===== src/slc_pkg.sv =====
package slc_pkg;
    // register addresses on the four-bit select lines (octal as printed)
    localparam logic [3:0] SLC_ADDR_DATA = 4'h8;  // 10 octal
    localparam logic [3:0] SLC_ADDR_TXC = 4'h9;   // 11 octal
    localparam logic [3:0] SLC_ADDR_RXC = 4'hA;   // 12 octal
    localparam logic [3:0] SLC_ADDR_MDM = 4'hB;   // 13 octal
    localparam logic [3:0] SLC_ADDR_SYNC = 4'hC;  // 14 octal
    localparam logic [3:0] SLC_ADDR_SWA = 4'hD;   // 15 octal
    localparam logic [3:0] SLC_ADDR_SWB = 4'hE;   // 16 octal
    localparam logic [3:0] SLC_ADDR_MNT = 4'hF;   // 17 octal
    // receive control bits
    localparam int SLC_RX_CRC_OK = 0;
    localparam int SLC_RX_BLK_END = 1;
    localparam int SLC_RX_READY = 4;
    localparam int SLC_RX_LOOP = 5;
    localparam int SLC_RX_ACTIVE = 6;
    localparam int SLC_RX_CLR = 7;
    // modem control bits
    localparam int SLC_MD_HDX = 4;
    localparam int SLC_MD_DTR = 6;
    // maintenance bits
    localparam int SLC_MN_MODE = 0;
    // transmit control bits
    localparam int SLC_TX_SOM = 0;
    localparam int SLC_TX_EOM = 1;
    // crc residues for an errorless message
    localparam logic [15:0] SLC_CRC_RES_CHAR = 16'h0000;
    localparam logic [15:0] SLC_CRC_RES_BIT = 16'h1D0F; // 016417 octal
    // reset values
    localparam logic [7:0] SLC_SYNC_RST = 8'h00;
    localparam logic SLC_MODE_RST = 1'b1;
    localparam logic SLC_DTR_RST = 1'b1;
    // fifo
    localparam int SLC_FIFO_DEPTH = 32;
    localparam int SLC_FIFO_WIDTH = 12;
endpackage


===== src/slc_fifo.sv =====
`timescale 1ns/1ps
`default_nettype none
module slc_fifo #(
    parameter int WIDTH = 12,
    parameter int DEPTH = 32
) (
    // clock and reset
    input wire logic clk,
    input wire logic rst,
    input wire logic flush,
    // fill side
    input wire logic in_valid,
    output logic in_ready,
    input wire logic [WIDTH-1:0] in_data,
    // drain side
    output logic out_valid,
    input wire logic out_ready,
    output logic [WIDTH-1:0] out_data
);
    localparam int AW = $clog2(DEPTH);
    typedef struct packed {
        logic [AW-1:0] wp;
        logic [AW-1:0] rp;
        logic [AW:0] cnt;
    } slc_fifo_st_type;
    slc_fifo_st_type st_r, st_nxt;
    logic [WIDTH-1:0] mem [DEPTH];
    logic push, pop;

    // handshakes
    assign in_ready = st_r.cnt != (AW+1)'(DEPTH);
    assign out_valid = st_r.cnt != '0;
    assign push = in_valid && in_ready;
    assign pop = out_valid && out_ready;
    assign out_data = mem[st_r.rp];

    // pointer update
    always_comb begin
        st_nxt = st_r;
        if (push) begin
            st_nxt.wp = (st_r.wp == AW'(DEPTH-1)) ? '0 : st_r.wp + 1'b1;
        end
        if (pop) begin
            st_nxt.rp = (st_r.rp == AW'(DEPTH-1)) ? '0 : st_r.rp + 1'b1;
        end
        st_nxt.cnt = st_r.cnt + (AW+1)'(push) - (AW+1)'(pop);
        if (flush) begin
            st_nxt = '0;
        end
    end

    // state register
    always_ff @(posedge clk or posedge rst) begin
        if (rst) begin
            st_r <= '0;
        end else begin
            st_r <= st_nxt;
        end
    end

    // storage
    always_ff @(posedge clk) begin
        if (push) begin
            mem[st_r.wp] <= in_data;
        end
    end
endmodule // slc_fifo
`default_nettype wire


===== src/slc_regs.sv =====
`timescale 1ns/1ps
`default_nettype none
module slc_regs import slc_pkg::*; #(
    parameter bit INTEGRAL_MODEM = 1'b0,
    parameter int FIFO_DEPTH = SLC_FIFO_DEPTH
) (
    // clock and reset
    input wire logic clk,
    input wire logic rst,
    // microprocessor buses
    input wire logic [3:0] reg_addr,
    input wire logic rd_en,
    input wire logic wr_en,
    input wire logic [7:0] obus,
    output logic [7:0] ibus,
    input wire logic mp_clear,
    // receiver side
    input wire logic rx_char_valid,
    input wire logic [7:0] rx_char,
    input wire logic rx_char_is_crc,
    input wire logic rx_closing_flag,
    input wire logic rx_active_in,
    input wire logic [15:0] rx_crc,
    input wire logic rx_fifo_can_accept,
    output logic rx_char_ready,
    output logic rx_reset_pulse,
    output logic rx_clk_block,
    output logic internal_loopback,
    // transmitter side
    output logic tx_out_valid,
    input wire logic tx_out_ready,
    output logic [7:0] tx_out_char,
    output logic tx_start_of_msg,
    output logic tx_end_of_msg,
    output logic tx_char_discard,
    output logic tx_wr_ready,
    input wire logic tx_crc_lsb,
    input wire logic tx_has_data,
    output logic tx_enable,
    output logic character_sync_protocol,
    // pins
    input wire logic modem_cts,
    input wire logic modem_ready,
    input wire logic modem_ring,
    input wire logic modem_serial_in,
    input wire logic rc_osc_in,
    input wire logic [1:0] switch_flags,
    input wire logic [7:0] switch_a,
    input wire logic [7:0] switch_b,
    output logic modem_rts,
    output logic modem_dtr
);
    typedef struct packed {
        logic [1:0] txc;
        logic loop;
        logic half_duplex_sel;
        logic dtr;
        logic mode;
        logic rts;
        logic rxclr;
        logic [7:0] sync;
        logic [7:0] rd_data;
        logic [23:0] s1;
        logic [23:0] s2;
    } slc_st_type;
    slc_st_type st_r, st_nxt;

    // synchronised pin view: cts,ready,ring,si,osc,sw(2),swa,swb
    logic [23:0] pins;
    assign pins = {modem_cts, modem_ready, modem_ring, modem_serial_in,
                   rc_osc_in, switch_flags, switch_a, switch_b, 1'b0};
    logic cts_s, mrdy_s, ring_s, si_s, osc_s;
    logic [1:0] swf_s;
    logic [7:0] swa_s, swb_s;
    assign {cts_s, mrdy_s, ring_s, si_s, osc_s, swf_s, swa_s, swb_s} =
        st_r.s2[23:1];

    // receive fifo holding data plus crc-match and block-end
    logic [11:0] rxf_in, rxf_out;
    logic rxf_valid, rxf_pop;
    logic crc_ok;
    always_comb begin
        if (st_r.mode) begin
            crc_ok = rx_crc == SLC_CRC_RES_CHAR;
        end else begin
            crc_ok = rx_crc == SLC_CRC_RES_BIT;
        end
    end
    // crc-match rides with the crc char; block-end with the closing flag, bit mode only
    assign rxf_in = {2'b00, rx_closing_flag && !st_r.mode,
                     crc_ok && rx_char_is_crc, rx_char};
    assign rxf_pop = rd_en && reg_addr == SLC_ADDR_DATA;

    slc_fifo #(.WIDTH(SLC_FIFO_WIDTH), .DEPTH(FIFO_DEPTH)) u_rxf (
        .clk(clk),
        .rst(rst),
        .flush(st_r.rxclr),
        .in_valid(rx_char_valid),
        .in_ready(rx_char_ready),
        .in_data(rxf_in),
        .out_valid(rxf_valid),
        .out_ready(rxf_pop),
        .out_data(rxf_out)
    );

    // transmit fifo holding data plus start and end bits
    logic txf_push;
    logic [11:0] txf_in, txf_out;
    assign txf_push = wr_en && reg_addr == SLC_ADDR_DATA;
    assign txf_in = {2'b00, st_r.txc, obus};
    slc_fifo #(.WIDTH(SLC_FIFO_WIDTH), .DEPTH(FIFO_DEPTH)) u_txf (
        .clk(clk),
        .rst(rst),
        .flush(1'b0),
        .in_valid(txf_push),
        .in_ready(tx_wr_ready),
        .in_data(txf_in),
        .out_valid(tx_out_valid),
        .out_ready(tx_out_ready),
        .out_data(txf_out)
    );
    assign tx_out_char = txf_out[7:0];
    assign tx_start_of_msg = txf_out[8];
    assign tx_end_of_msg = txf_out[9];
    // bit stuff drops characters written with start or end
    assign tx_char_discard = !st_r.mode && (txf_out[8] || txf_out[9]);

    // next state and read mux
    always_comb begin
        st_nxt = st_r;
        st_nxt.s1 = pins;
        st_nxt.s2 = st_r.s1;
        st_nxt.rxclr = 1'b0;
        st_nxt.rts = tx_has_data && !mp_clear;
        if (txf_push) begin
            st_nxt.txc = 2'b00;
        end
        if (wr_en) begin
            case (reg_addr)
                SLC_ADDR_TXC: begin
                    st_nxt.txc = obus[1:0];
                end
                SLC_ADDR_RXC: begin
                    st_nxt.loop = obus[SLC_RX_LOOP];
                    st_nxt.rxclr = obus[SLC_RX_CLR];
                end
                SLC_ADDR_MDM: begin
                    st_nxt.half_duplex_sel = obus[SLC_MD_HDX];
                    st_nxt.dtr = obus[SLC_MD_DTR];
                end
                SLC_ADDR_SYNC: begin
                    st_nxt.sync = obus;
                end
                SLC_ADDR_MNT: begin
                    st_nxt.mode = obus[SLC_MN_MODE];
                end
                default: begin
                end
            endcase
        end
        if (mp_clear) begin
            st_nxt.half_duplex_sel = 1'b0;
            st_nxt.dtr = SLC_DTR_RST;
            st_nxt.mode = SLC_MODE_RST;
            st_nxt.txc = 2'b00;
        end
        st_nxt.rd_data = 8'h00;
        if (rd_en) begin
            case (reg_addr)
                SLC_ADDR_DATA: st_nxt.rd_data = rxf_out[7:0];
                SLC_ADDR_TXC: st_nxt.rd_data = {6'h00, st_r.txc};
                SLC_ADDR_RXC: st_nxt.rd_data = {1'b0, rx_active_in,
                    st_r.loop, rxf_valid, 2'b00,
                    rxf_out[9:8] & {2{rxf_valid}}};
                SLC_ADDR_MDM: st_nxt.rd_data = {ring_s && !INTEGRAL_MODEM,
                    st_r.dtr, st_r.rts, st_r.half_duplex_sel, mrdy_s, cts_s,
                    swf_s};
                SLC_ADDR_SYNC: st_nxt.rd_data = st_r.sync;
                SLC_ADDR_SWA: st_nxt.rd_data = swa_s;
                SLC_ADDR_SWB: st_nxt.rd_data = swb_s;
                SLC_ADDR_MNT: st_nxt.rd_data = {tx_crc_lsb, rx_crc[0],
                    si_s, tx_out_valid, rx_fifo_can_accept, 1'b0,
                    osc_s, st_r.mode};
                default: st_nxt.rd_data = 8'h00;
            endcase
        end
    end

    // state register
    always_ff @(posedge clk or posedge rst) begin
        if (rst) begin
            st_r <= '0;
            st_r.mode <= SLC_MODE_RST;
            st_r.dtr <= SLC_DTR_RST;
            st_r.sync <= SLC_SYNC_RST;
        end else begin
            st_r <= st_nxt;
        end
    end

    // outputs
    assign ibus = st_r.rd_data;
    assign rx_reset_pulse = st_r.rxclr;
    assign internal_loopback = st_r.loop;
    assign rx_clk_block = st_r.half_duplex_sel && st_r.rts;
    assign tx_enable = cts_s && mrdy_s;
    assign modem_rts = st_r.rts;
    assign modem_dtr = st_r.dtr;
    assign character_sync_protocol = st_r.mode;

    // checks
    dtr_clear_only_a: assert property (@(posedge clk) disable iff (rst)
        $fell(modem_dtr) |-> $past(wr_en) && $past(reg_addr) == SLC_ADDR_MDM
        && !$past(obus[SLC_MD_DTR]) && !$past(mp_clear))
        else $error("dtr dropped without a write of zero");
    clear_sets_a: assert property (@(posedge clk) disable iff (rst)
        mp_clear |=> character_sync_protocol && modem_dtr)
        else $error("clear did not set mode and dtr");
    hdx_clear_a: assert property (@(posedge clk) disable iff (rst)
        mp_clear |=> !rx_clk_block)
        else $error("half duplex survived clear");
    rx_reset_a: assert property (@(posedge clk) disable iff (rst)
        wr_en && reg_addr == SLC_ADDR_RXC && obus[SLC_RX_CLR]
        |=> rx_reset_pulse ##1 !rx_reset_pulse)
        else $error("receiver reset pulse wrong");
    tx_ctl_clear_a: assert property (@(posedge clk) disable iff (rst)
        txf_push && !(wr_en && reg_addr == SLC_ADDR_TXC) |=> st_r.txc == 2'b00)
        else $error("control bits not cleared by load");
    rdy_read_a: assert property (@(posedge clk) disable iff (rst)
        rd_en && reg_addr == SLC_ADDR_RXC |=> ibus[SLC_RX_READY]
        == $past(rxf_valid) && ibus[3:2] == 2'b00)
        else $error("receive ready read wrong");
    tx_en_a: assert property (@(posedge clk) disable iff (rst)
        tx_enable == (st_r.s2[23] && st_r.s2[22]))
        else $error("transmit enable mismatch");
    ring_a: assert property (@(posedge clk) disable iff (rst)
        rd_en && reg_addr == SLC_ADDR_MDM && INTEGRAL_MODEM |=> !ibus[7])
        else $error("ring not forced off");
    rts_a: assert property (@(posedge clk) disable iff (rst)
        !tx_has_data |=> !modem_rts)
        else $error("rts held with no data");
    discard_a: assert property (@(posedge clk) disable iff (rst)
        tx_char_discard |-> !character_sync_protocol)
        else $error("discard in character sync mode");
    cv_rx_read: cover property (@(posedge clk) rxf_pop && rxf_valid);
    cv_tx_load: cover property (@(posedge clk) txf_push && st_r.txc != 2'h0);
    cv_loop: cover property (@(posedge clk) internal_loopback);
endmodule // slc_regs
`default_nettype wire


===== config.mk =====
export PLATFORM = sky130hd
export DESIGN_NAME = slc_regs
export DESIGN_NICKNAME = d
export VERILOG_FILES = /design/src/slc_pkg.sv /design/src/slc_fifo.sv /design/src/slc_regs.sv
export SDC_FILE = /design/constraint.sdc
export NUM_CORES = 1
export LEC_CHECK = 0
export ABC_AREA = 1
export BUFFER_PORTS_ARGS = -buffer_cell sky130_fd_sc_hd__buf_4
export CAP_MARGIN = 10
export CORE_MARGIN = 10
export CORE_UTILIZATION = 35
export DETAILED_ROUTE_END_ITERATION = 16
export PLACE_DENSITY = 0.57
export SYNTH_ARGS = -nofsm -noshare
export SYNTH_HDL_FRONTEND = slang
export SYNTH_SLANG_ARGS = --single-unit

===== constraint.sdc =====
create_clock -name clk -period 3.12 [get_ports clk]
set_input_delay 0.312 -clock clk [delete_from_list [all_inputs] [get_ports clk]]
set_output_delay 0.312 -clock clk [all_outputs]
set_load 0.02 [all_outputs]

Word-level counts from Yosys, hierarchy flattened
Memory sizes are Yosys's and may differ from the RTL's.
Index checks and enable logic that the tools add are counted.

word-level totals
  bits of input ports = 72
  memory bits (writable) = 640
  flip-flop bits (word level) = 102
  word-level logic and storage cells = 95
  output and inout bits = 29
  memories kept = 2

operators by class
  reductions and logical operators = 27
  bitwise logic cells = 1
  multiplexer cells = 25
  add/sub/neg operators = 8
  equal/unequal tests = 15

memory list
  name       depth  bits a word  read ports  clocked after Yosys merged registers in  wr ports  line            source
  u_rxf.mem  32     10           1           0                                        1         slc_fifo.sv:27  logic [WIDTH-1:0] mem [DEPTH];
  u_txf.mem  32     10           1           0                                        1         slc_fifo.sv:27

operators by type and width
  cell                                                                     count
  8-bit one-hot mux with 8 select lines                                    1
  4-bit equality test, second input constant                               8
  5-bit two-way mux                                                        6
  5-bit by 1-bit adder with 5-bit output, second input constant            4
  5-bit equality test, second input constant                               4
  16-bit by 13-bit equality test with 1-bit output, second input constant  1
  16-bit logical NOT                                                       1
  16-bit two-way mux                                                       1
  8-bit two-way mux                                                        2
  6-bit by 1-bit adder with 6-bit output                                   2
  1-bit logical AND                                                        12
  6-bit inequality test, second input constant                             2
  6-bit nonzero test                                                       2
  6-bit by 1-bit subtractor with 6-bit output                              2
  2-bit nonzero test                                                       5
  9-bit two-way mux                                                        1
  1-bit two-way mux                                                        8
  2-bit two-way mux                                                        4
  2-bit AND reduction                                                      4
  6-bit two-way mux                                                        1
  3-bit two-way mux                                                        1
  2-bit bitwise AND                                                        1
  1-bit logical NOT                                                        2
  1-bit logical OR                                                         1

Longest topological paths before layout
Gate-level depths: netlist (run 1).

  depth in word-level cells = 6
  gate-level depth with buffers = 18
  mapped depth without buffers = 18

Cells and area by module
Synthesis (run 1) repeated with hierarchy kept, for this count alone.

second synthesis, totals
  cells, all modules = 3215
  area total of the unflattened synthesis = 36301.1 um^2

modules (own cells, without submodules)
  module            area each (um^2)  times used  seq. area each (um^2)  cells each
  slc_fifo (u_txf)  16757.3           1           11931.4                1460
  slc_fifo (u_rxf)  16748.6           1           11931.4                1460
  slc_regs          2795.2            1           1754.2                 295

Least setup slack after synthesis (run 1)
No wires, ideal clock.

  path kind = reg2reg
  start = reg st_r, in the netlist character_sync_protocol
  end = mem u_rxf.mem[0][8] (netlist name) (data pin)
  arrival time = 2.123 ns
  period minus slack after synthesis = 2.590 ns
  cell stages (with the launch flop) = 3
  library setup time = 0.467 ns
  data required time = 2.653 ns
  setup slack = 0.530 ns
  path buffers = 0
  path through = dfstp_2 -> inv_1 -> a211oi_1

between the ends
  longest elaborated chain between the ends = 2

RTL lines
  what                    line             source
  start, declared         slc_regs.sv:66   slc_st_type st_r, st_nxt;
  start signal, assigned  slc_regs.sv:197  st_r <= st_nxt;
  1-bit two-way mux       slc_regs.sv:83   if (st_r.mode) begin
  1-bit logical AND       slc_regs.sv:91   crc_ok && rx_char_is_crc, rx_char};
  net rxf_in[8]           slc_regs.sv:79   logic [11:0] rxf_in, rxf_out;
  end, declared           slc_fifo.sv:27

The timed path passes the listed nets, and every way through them passes these cells.

Worst setup path after layout (run 1)
  start = reg u_txf.st_r[6] (netlist name)
  end = out tx_out_char[5]

between the ends
  longest elaborated chain between the ends = 1

RTL lines
  what                     line            source
  start, declared          slc_fifo.sv:26  slc_fifo_st_type st_r, st_nxt;
  start signal, assigned   slc_fifo.sv:57  st_r <= st_nxt;
  memory read 32 x 10 bit  n/a
  end, declared            slc_regs.sv:32  output logic [7:0] tx_out_char,

No other way between the ends.

==> results of run 1 <==
## cell type report
type,count,share of cell area
clock buffer,91,0.0575
clock inverter,46,0.0124
sequential,742,0.617
inverter,98,0.0111
timing repair buffer,216,0.0521
tap,1144,0.0405
multi-input combinational,1581,0.210
## metal layers
layer	wire, µm	global-route usage	up-vias	share of wire
met5	0	0	-	0
met3	6090	0.0342	128	0.077
met4	2060	0.0510	0	0.026
li1	-	-	9317	-
met1	35900	0.223	9855	0.46
met2	34700	0.231	751	0.44
## cells by family (layout without fill, tap and decap cells)
kind of cell / after synthesis / count (layout) / synth area share
simple gates: 1220 / 1220 / 0.167
flops: 742 / 742 / 0.717
compound gates: 316 / 316 / 0.0581
buf+inv: 241 / 451 / 0.0401
fa+ha+maj: 34 / 34 / 0.0145
xor+xnor: 6 / 6 / 0.00173
mux: 5 / 5 / 0.00185
## repair_timing
item | in CTS | in global routing
pin swaps | 0 | 1
gates resized for setup | 8 | 7
endpoints found under the hold margin | 75 | 0
buffers inserted | 3 | 1
setup endpoints to repair | 8 | 11
cloned | 0 | 0
hold buffers | 28 | 0
## worst paths after layout
kind / start / to / slack, ns / depth (start not counted)
max: u_txf.st_r[6] / tx_out_char[5] / 0.04 / 9
min: rx_crc[0] / ibus[6] / 0.08 / 3
max reg2reg: u_txf.st_r[2] / u_txf.st_r[4] / 0.45 / 15
min reg2reg: st_nxt[10] / st_r[10] / 0.34 / 0
max in group asynchronous: rst / modem_dtr / 1.94 / 4
min in group asynchronous: rst / st_nxt[2] / 0.35 / 3
## sequential cells by signal, indices dropped and copies added, names as in the netlist
signal,flops
u_rxf.st_r,16
st_r,29
mrdy_s,1
si_s,1
ibus,8
st_nxt,23
ring_s,1
character_sync_protocol,1
u_rxf.mem,320
rx_reset_pulse,1
modem_rts,1
cts_s,1
u_txf.mem,320
internal_loopback,1
modem_dtr,1
u_txf.st_r,16
osc_s,1
## through the flow
stage | power (mW) | setup WS [ns]
4_1_cts | 28.4 | 0.0189
3_3_place_gp | 19.3 | 0.485
2_1_floorplan | 16.8 | 0.136
5_1_grt | 29.7 | -0.0301
6_report | 28.3 | 0.0371
3_5_place_dp | 19.4 | 0.434
## power by group through the flow
stage | Sequential [mW] | Clock (mW) | Combinational, mW
after floorplan | 11.6 | 0 | 5.18
after global placement | 11.7 | 0 | 7.56
after detailed placement | 11.7 | 0 | 7.63
after CTS | 11.6 | 9.11 | 7.75
after global routing | 11.6 | 9.51 | 8.64
final | 11.6 | 8.95 | 7.82
## tightest hold or removal path, stage by stage
cell and delay (ns):
sky130_fd_sc_hd__buf_4 0.10, sky130_fd_sc_hd__a211oi_1 0.07, sky130_fd_sc_hd__a21oi_1 0.15
## cells in the final DEF, fill, tap and decap left out, types with 15 or more instances in the layout
cell type and count:
sky130_fd_sc_hd__edfxtp_1 640, sky130_fd_sc_hd__nand2_1 570, sky130_fd_sc_hd__nand3_1 319, sky130_fd_sc_hd__nor2_1 293, sky130_fd_sc_hd__o21ai_0 182, sky130_fd_sc_hd__buf_4 174, sky130_fd_sc_hd__dfrtp_1 95, sky130_fd_sc_hd__inv_1 88
sky130_fd_sc_hd__clkbuf_16 78, sky130_fd_sc_hd__o22ai_1 39, sky130_fd_sc_hd__o211ai_1 35, sky130_fd_sc_hd__ha_1 32, sky130_fd_sc_hd__a21oi_1 28, sky130_fd_sc_hd__dlygate4sd3_1 28, sky130_fd_sc_hd__clkinv_2 19, sky130_fd_sc_hd__o21ai_1 17
sky130_fd_sc_hd__nand4_1 15
==> impl_results.md, run 1 <==
* Outcome: complete, no violations
* Number of warning messages in the yosys log at 0
* Leading cell type by number of instances after synthesis: sky130_fd_sc_hd__edfxtp_1
* Remaining antenna violation count after routing at 0
* First-pass GRT wire length at about 120,000 µm
* Area occupied by registers at 0.0218 mm²
* Data arrival, critical path at 2.77 ns
* Critical-path top delay cell: sky130_fd_sc_hd__dfrtp_4
* Fraction of layout instances using a drive strength above 1 at 0.120
* Endpoint kind of the worst setup timing path: output pin
* Setup total negative slack at 0 ns
* Post-DP HPWL at approximately 48,000 µm
* Footprint of the multi-input gates at 0.00740 mm²
* Asr flop ratio synth at 0.137
* TritonCTS clock tree: built
* Post-Layout Cell Count at 3,918
* Drt pass-1 iters at 5
* Die Height at about 310 µm
* Total congestion overflow at 0
* Violation count after the first detailed-route iteration at 2,187
* Library cell appearing most often on the critical path: sky130_fd_sc_hd__nand3_1
* Most area-consuming cells after synthesis: sky130_fd_sc_hd__edfxtp_1 63%, sky130_fd_sc_hd__dfrtp_1 8.2%, sky130_fd_sc_hd__nand2_1 7.1%, sky130_fd_sc_hd__nand3_1 5.3%, sky130_fd_sc_hd__nor2_1 3.6%
* Final Hold Vio Count at 0
* Number of distinct library cells after synthesis at 42
* Class of the worst hold path: in2reg
* Fin. max-slew vios at 0
* Count of max-cap constraint violations at 0
* Number of CTS-inserted buffers at 76
* Period minus WS final at 3.08 ns
* Bufs and invs on worst path at 4
* Synthesized area per cell at approximately 12 µm²
* Clock latency on the worst-skew pair at around 0.64 ns
* Standard-cell row count at 107
* Via count of the first global-routing pass at 19,593
* Transition time at the pin with the least slew margin at 1.09 ns
* Largest stage delay on the critical path at roughly 0.56 ns
* Internal power at about 19 mW
* CP top delay family: buffers and inverters
* Part of the total power dissipated in sequential elements at 0.408
* RSZ-0062 raised after global routing: true
* Fin crit share at 0.988
* Synth top area share at 0.633
* Final core area utilization at 0.412
* Initial antenna violation count at 0
* Detailed-route wire length at 78,700 µm
* Total GRT Usage at 0.156
* Synthesized instance count at roughly 2,600
* Switching share of total power at 0.336
* Part of the Yosys area used for sequential elements at 0.717
* Net switching component of the power at 9.53 mW
* Area growth from synthesis to layout at 16.3%
* Fraction of power consumed by the clock network at 0.316
* Total leakage power at 13.0 nW
* Boundary pin count at 101
* Average wire per cell in the routed design at 20.1 µm
* Number of register bits inferred by synthesis at ~740
* Nature of the critical path startpoint: register
* CP Max Fanout at 63
* Placeable core area at approximately 0.086 mm²
* Ys flop type: sky130_fd_sc_hd__edfxtp_1
* Layout Nets at 2,821
* CTS sink cnt at approximately 740
* Worst VDD drop at 478 µV
* Worst Clk Skew at 0.0380 ns
* Setup CP Type: reg2out
* Final antenna diode count at 0
* Final Wtd Congestion at 0.830
* Clk Tree Root Cell: sky130_fd_sc_hd__clkbuf_16
* Number of H-tree branching levels at 3
* Full die area at 0.0990 mm²
* Largest net degree at the start of global routing at about 100
* Hold slack at 0.0757 ns
* Area leader, netlist: sky130_fd_sc_hd__edfxtp_1
* Layout fillers at 8,036
* Required time of the worst setup path at roughly 2.8 ns
* Die Span X at 315 µm
* Nets in the synthesized netlist at 2,670
* Total power divided by cell area at ~800 mW/mm²
* Longest Clk Path Bufs at 3
* Fmax at 324 MHz
* Vias per cell at between 5 and 6
* Leading cell types by count after synthesis: 640 x sky130_fd_sc_hd__edfxtp_1, 571 x sky130_fd_sc_hd__nand2_1, 320 x sky130_fd_sc_hd__nand3_1, 295 x sky130_fd_sc_hd__nor2_1, 182 x sky130_fd_sc_hd__o21ai_0
* Instance area after placement at 0.0325 mm²
* Placed cells at 3,749
* Count of endpoints failing setup in the final report at 0
* Ordered list of cells on the worst path: inv_8 > buf_12 > o21ai_0 > o211ai_1 > nand3_1 > nand3_1 > o21ai_1 > inv_1 > buf_4
* Number of port buffers at 100
* Relative slew slack at 0.271
* Clock transition at the registers of the reported paths at 0.06 ns
* DR DRC count at 0
* Number of enable-type register cells in the synthesized netlist at 640
* Total number of vias at about 20,000
* Post-synthesis cell area at 0.0304 mm²
* Starting utilization of the core area at 0.354
* Part of the total power dissipated in combinational logic at 0.276
* Final design area excluding fillers at 0.0353 mm²
(Power assumes the default switching activity.)
==> run 2, diff against run 1 <==
RECOVER_POWER = 25   (was not set)
==> impl_results.md, run 2 (synthesis gave the netlist of run 1 again) <==
* Outcome: finished, violations left
* Failing checks: max-capacitance violations, max-slew violations
* Post-DP HPWL at 48,400 µm (unchanged)
* Standard-cell row count at 107 (unchanged)
* Switching share of total power at 0.337 (+0.000422)
* Clk Tree Root Cell: sky130_fd_sc_hd__clkbuf_16
* TritonCTS clock tree: built
* Worst Clk Skew at 0.0339 ns (-0.00404 ns)
* Regs by FF count: u_rxf.mem: 320 flops, u_txf.mem: 320 flops, st_r: 29 flops
* Number of CTS-inserted buffers at 76 (unchanged)
* Die Span X at 315 µm (unchanged)
* Class of the worst hold path: in2reg
* Clock transition at the registers of the reported paths at 0.06 ns (about the same)
* Final design area excluding fillers at 0.0353 mm² (-0.15%)
* Setup total negative slack at 0 ns (unchanged)
* Transition time at the pin with the least slew margin at 2.25 ns (+1.16 ns)
* Final Wtd Congestion at 0.830 (unchanged)
* Fraction of layout instances using a drive strength above 1 at 0.115 (-0.00505)
* Placeable core area at 0.0857 mm² (unchanged)
* Place WS at 0.434 ns (unchanged)
* CTS sink cnt at 742 (unchanged)
* Ordered list of cells on the worst path: inv_8 > buf_12 > o21ai_0 > o211ai_1 > nand3_1 > nand3_1 > o21ai_1 > inv_1 > buf_4
* Count of max-cap constraint violations at 14 (+14)
* Placed cells at 3,749 (unchanged)
* Final antenna diode count at 0 (unchanged)
* Period minus WS final at 3.09 ns (+0.00536 ns)
* Critical-path top delay cell: sky130_fd_sc_hd__dfrtp_4
* Final core area utilization at 0.412 (-0.000614)
* Net switching component of the power at 9.55 mW (+0.19%)
* Final Hold Vio Count at 0 (unchanged)
* Fin crit share at 0.990 (+0.00172)
* Via count of the first global-routing pass at 19,593 (unchanged)
* Fin. max-slew vios at 470 (+470)
* Total congestion overflow at 0 (unchanged)
* Most frequent cells in the layout: 640 x sky130_fd_sc_hd__edfxtp_1, 570 x sky130_fd_sc_hd__nand2_1, 319 x sky130_fd_sc_hd__nand3_1
* Area growth from synthesis to layout at 16.1%
* Total number of vias at 20,019 (-0.16%)
* Nature of the critical path startpoint: register
* Smallest setup slack after layout at 0.0318 ns (-0.00536 ns)
* Internal power at 18.8 mW (about the same)
* Total power divided by cell area at 804 mW/mm² (+0.22%)
* Number of H-tree branching levels at 3 (unchanged)
* First-pass GRT wire length at 120,000 µm (unchanged)
* DR DRC count at 0 (unchanged)
* Library cell appearing most often on the critical path: sky130_fd_sc_hd__nand3_1
* Number of port buffers at 100 (unchanged)
* RSZ-0062 raised after global routing: true
* Total leakage power at 12.9 nW (-0.39%)
* Longest Clk Path Bufs at 3 (unchanged)
* CP top delay family: buffers and inverters
* Remaining antenna violation count after routing at 0 (unchanged)
* Met3 Resource Use GR at 0.0342 (unchanged)
* Clock latency on the worst-skew pair at 0.64 ns (about the same)
* Setup CP Type: reg2out
* Layout Nets at 2,821 (unchanged)
* Violation count after the first detailed-route iteration at 2,247 (+2.7%)
* GRT Max-Usage Layer: met2
* Relative slew slack at -0.499 (-0.770)
* Instance area after placement at 0.0325 mm² (unchanged)
* Part of the total power dissipated in combinational logic at 0.276 (about the same)
* Detailed-route wire length at 78,800 µm (+0.14%)
* Full die area at 0.0990 mm² (unchanged)
* Hold slack at 0.0756 ns (-0.0000743 ns)
* Fraction of power consumed by the clock network at 0.316 (about the same)
* Bufs and invs on worst path at 4 (unchanged)
* Met2 track demand over resource in global routing at 0.231 (unchanged)
* Largest stage delay on the critical path at 0.56 ns (about the same)
* Starting utilization of the core area at 0.354 (unchanged)
* Fmax at 324 MHz (-0.17%)
* CP Max Fanout at 63 (unchanged)
* Average wire per cell in the routed design at 20.1 µm (+0.14%)
* Boundary pin count at 101 (unchanged)
* Met1 track utilization from global routing at 0.223 (unchanged)
* Total GRT Usage at 0.156 (unchanged)
* Final Total Pwr at 28.3 mW (about the same)
* Data arrival, critical path at 2.78 ns (about the same)
* Largest net degree at the start of global routing at 98 (unchanged)
* Post-Layout Cell Count at 3,918 (unchanged)
* Count of endpoints failing setup in the final report at 0 (unchanged)
* Most frequent standard cell in the layout excluding fill and tap cells: sky130_fd_sc_hd__edfxtp_1
* Drt pass-1 iters at 7 (+2)
* Die Height at 315 µm (unchanged)
* Endpoint kind of the worst setup timing path: output pin
* Worst VDD drop at 480 µV (+0.51%)
* Required time of the worst setup path at 2.81 ns (about the same)
* Vias per cell at 5.11 (-0.16%)
* Part of the total power dissipated in sequential elements at 0.408 (about the same)
* Initial antenna violation count at 0 (unchanged)
* Layout fillers at 8,042 (+0.075%)
-- run 2: cell types whose count changed in the layout (fill, tap and decap cells not counted), sizes merged --
cell	delta
buf	-14
clkbuf	+14
-- run 2: what timing repair did --
| action | 4_1_cts | 5_1_grt |
|---|---|---|
| endpoints found under the hold margin | 75 | 0 |
| gates resized for setup | 8 | 7 |
| hold buffers | 28 | 0 |
| setup buffers | 3 | 1 |
| pin swaps | 0 | 1 |
| endpoints found under the setup margin | 8 | 11 |
-- run 2: path summary, 6_finish.rpt --
check	cells after the start	slack [ns]	start	end
setup / recovery	9	0.03	u_txf.st_r[6]	tx_out_char[5]
hold / removal	3	0.08	rx_crc[0]	ibus[6]
setup reg to reg	15	0.44	u_txf.st_r[2]	u_txf.st_r[4]
hold reg to reg	0	0.34	st_nxt[10]	st_r[10]
max in group asynchronous	4	1.94	rst	modem_dtr
min in group asynchronous	3	0.35	rst	st_nxt[2]
-- run 2: power by group through the flow --
stage	Sequential (mW)	Combinational, mW	Clock (mW)
after floorplan	11.6	5.18	0
after global placement	11.7	7.56	0
after detailed placement	11.7	7.63	0
after CTS	11.6	7.75	9.11
after global routing	11.6	8.63	9.51
final	11.6	7.83	8.95
-- run 2: final cells by class --
class,instances,area (µm²),area share
clock buffer,91,2030,0.0576
clock inverter,46,438,0.0124
inverter,98,390,0.0111
multi-input combinational,1581,7400,0.210
sequential,742,21800,0.618
tap,1144,1430,0.0406
timing repair buffer,216,1790,0.0507
-- run 2: tightest hold or removal path: cells and delay by family --
| kind | cells | cell delay, ns |
|---|---|---|
| compound gates | 2 | 0.22 |
| buf+inv | 1 | 0.10 |
-- run 2: routing by layer --
| layer | wire, µm | part of all wire |
|---|---|---|
| met2 | 34700 | 0.44 |
| met4 | 2060 | 0.026 |
| met3 | 6210 | 0.079 |
| met1 | 35800 | 0.45 |
| met5 | 0 | 0 |
==> run 3, diff against run 2 <==
SYNTH_HIERARCHICAL = 1   (was not set)
==> impl_results.md, run 3 <==
* Detailed-route wire length at 81,800 µm (+3.8%)
* Most frequent standard cell in the layout excluding fill and tap cells: sky130_fd_sc_hd__nand2_1
* Layout Nets at 3,066 (+8.7%)
* Outcome: finished, violations left
* Hold Path End: ibus[7]
* Count of cells along the worst hold path at 5 (+2)
* Longest Clk Path Bufs at 3 (unchanged)
* Total leakage power at 14.1 nW (+8.9%)
* Worst VDD drop at 544 µV (+13%)
* Beginning of the worst hold path: tx_crc_lsb
* Number of warning messages in the yosys log at 6 (+6)
* Register-to-register setup slack at 0.53 ns (+0.09 ns)
* Clk Tree Root Cell: sky130_fd_sc_hd__clkbuf_16
* Violation count after the first detailed-route iteration at 1,638 (-27%)
* Instance area after placement at 0.0333 mm² (+2.5%)
* Final antenna diode count at 0 (unchanged)
* Via count of the first global-routing pass at 19,773 (+0.92%)
* Clock transition at the registers of the reported paths at 0.06 ns (about the same)
* Final Wtd Congestion at 0.877 (+5.7%)
* Worst Clk Skew at 0.0545 ns (+0.0206 ns)
* Fraction of power consumed by the clock network at 0.342 (+0.026)
* Final Hold Vio Count at 0 (unchanged)
* Synthesized area per cell at 11.1 µm² (-6.0%)
* End of the worst register-to-register path: u_rxf/st_r[4]
* Net switching component of the power at 8.76 mW (-8.2%)
* Failing checks: max-capacitance violations, max-slew violations
* CP Max Fanout at 32 (-49%)
* Most frequent cells in the layout: 1,008 x sky130_fd_sc_hd__nand2_1, 640 x sky130_fd_sc_hd__edfxtp_1, 555 x sky130_fd_sc_hd__nand3_1
* Die Height at 319 µm (+1.4%)
* FF-to-FF Start: u_rxf/st_r[2]
* Synthesized instance count at 2,811 (+9.6%)
* Fin. max-slew vios at 470 (unchanged)
* Standard-cell row count at 109 (+1.9%)
* Switching share of total power at 0.322 (-0.0146)
* Nature of the critical path startpoint: register
* Endpoint kind of the worst setup timing path: output pin
* Total GRT Usage at 0.156 (+0.000502)
* Total number of vias at 20,661 (+3.2%)
* Placed cells at 4,009 (+6.9%)
* Area growth from synthesis to layout at 15.8%
* Largest net degree at the start of global routing at 101 (+3.1%)
* Total congestion overflow at 0 (unchanged)
* Count of max-cap constraint violations at 14 (unchanged)
* Class of the worst hold path: in2reg
* Transition time at the pin with the least slew margin at 2.09 ns (-0.161 ns)
* Internal power at 18.4 mW (-1.9%)
* Number of CTS-inserted buffers at 81 (+6.6%)
* Regs by FF count: u_rxf/mem: 320 flops, u_txf/mem: 320 flops, st_r: 29 flops
* Setup total negative slack at 0 ns (unchanged)
* CTS sink cnt at 742 (unchanged)
* Initial antenna violation count at 0 (unchanged)
* Required time of the worst setup path at 2.81 ns (about the same)
* Total power divided by cell area at 750 mW/mm² (-6.6%)
* Setup CP Type: reg2out
* Placeable core area at 0.0885 mm² (+3.3%)
* Average wire per cell in the routed design at 19.5 µm (-2.9%)
* Period minus WS final at 3.00 ns (-0.0835 ns)
* Post-synthesis cell area at 0.0313 mm² (+3.1%)
* Drt pass-1 iters at 7 (unchanged)
* Die Span X at 319 µm (+1.4%)
* Number of port buffers at 100 (unchanged)
* Fraction of layout instances using a drive strength above 1 at 0.114 (-0.000977)
* Starting utilization of the core area at 0.354 (-0.000797)
* Count of endpoints failing setup in the final report at 0 (unchanged)
* Part of the total power dissipated in combinational logic at 0.239 (-0.037)
* RSZ-0062 raised after global routing: true
* Part of the total power dissipated in sequential elements at 0.419 (+0.011)
* Remaining antenna violation count after routing at 0 (unchanged)
* Final design area excluding fillers at 0.0362 mm² (+2.8%)
* Relative slew slack at -0.392 (+0.107)
* Number of H-tree branching levels at 3 (unchanged)
* Data arrival, critical path at 2.69 ns (-0.09 ns)
* DR DRC count at 0 (unchanged)
* Clock latency on the worst-skew pair at 0.64 ns (about the same)
* Post-Layout Cell Count at 4,190 (+6.9%)
* Full die area at 0.102 mm² (+2.9%)
* Hold slack at 0.0629 ns (-0.0127 ns)
* Fmax at 333 MHz (+2.8%)
* TritonCTS clock tree: built
* First-pass GRT wire length at 124,000 µm (+3.0%)
* Boundary pin count at 101 (unchanged)
* R2R depth at 15 (unchanged)
* Post-DP HPWL at 48,600 µm (+0.40%)
* Vias per cell at 4.93 (-3.5%)
* Fin crit share at 0.963 (-0.0268)
-- run 3: how the worst max path moves through the flow --
| stage | start | end | slack, ns | cells after the start |
|---|---|---|---|---|
| after floorplan | u_txf/st_r[2] | u_txf/st_r[4] | 0.60 | 15 |
| after global placement | reg_addr[0] | u_txf/st_r[4] | 0.22 | 15 |
| after detailed placement | reg_addr[0] | u_txf/st_r[4] | 0.21 | 15 |
| after CTS | u_txf/st_r[6] | tx_char_discard | 0.02 | 14 |
| after global routing | u_txf/st_r[6] | tx_out_char[3] | -0.03 | 10 |
| final | u_txf/st_r[6] | tx_out_char[3] | 0.12 | 11 |
-- run 3: critical path, cell delays in order, from the launching register on --
cell	delay, ns
sky130_fd_sc_hd__dfrtp_4	0.57
sky130_fd_sc_hd__inv_12	0.15
sky130_fd_sc_hd__buf_6	0.27
sky130_fd_sc_hd__nand2_1	0.08
sky130_fd_sc_hd__nand3_1	0.09
sky130_fd_sc_hd__nand3_1	0.13
sky130_fd_sc_hd__nand2_1	0.25
sky130_fd_sc_hd__nand2_1	0.10
sky130_fd_sc_hd__nand2_1	0.08
sky130_fd_sc_hd__nand2_1	0.04
sky130_fd_sc_hd__nand2_1	0.11
sky130_fd_sc_hd__buf_4	0.15
-- run 3: routing by layer --
metal / wire length, µm / GRT usage / vias up
li1: - / - / 9904
met1: 37200 / 0.220 / 10031
met2: 37800 / 0.245 / 620
met3: 4950 / 0.0266 / 106
met4: 1900 / 0.0444 / 0
met5: 0 / 0 / -
-- run 3: through the flow --
| stage | setup slack, ns | power [mW] | util |
|---|---|---|---|
| after floorplan | 0.605 | 15.9 | - |
| after global placement | 0.224 | 17.9 | 0.376 |
| after detailed placement | 0.212 | 17.9 | 0.376 |
| after CTS | 0.0152 | 27.3 | 0.409 |
| after global routing | -0.0327 | 28.5 | 0.410 |
| final | 0.115 | 27.2 | 0.410 |
-- run 3: power groups by stage --
stage	Clock, mW	Combinational, mW	Sequential, mW
6_report	9.30	6.50	11.4
5_1_grt	9.89	7.18	11.4
4_1_cts	9.49	6.45	11.4
3_5_place_dp	0	6.36	11.6
3_3_place_gp	0	6.33	11.6
2_1_floorplan	0	4.41	11.5
-- run 3: timing repair --
| item | CTS | global route |
|---|---|---|
| gates resized for setup | 4 | 6 |
| setup endpoints to repair | 9 | 8 |
| hold endpoints to repair | 75 | 0 |
| setup buffers | 0 | 2 |
| cloned | 1 | 3 |
| hold buffers | 27 | 0 |
-- run 3: cell type report --
type | count | area (µm²)
clock inverters | 50 | 508
clock buffers | 98 | 2090
fillers | 8351 | 52300
multi-input cells | 1811 | 8020
well taps | 1165 | 1460
inverters | 80 | 324
repair buffers | 243 | 2060
repair inverters | 1 | 8.76
flip-flops and latches | 742 | 21800
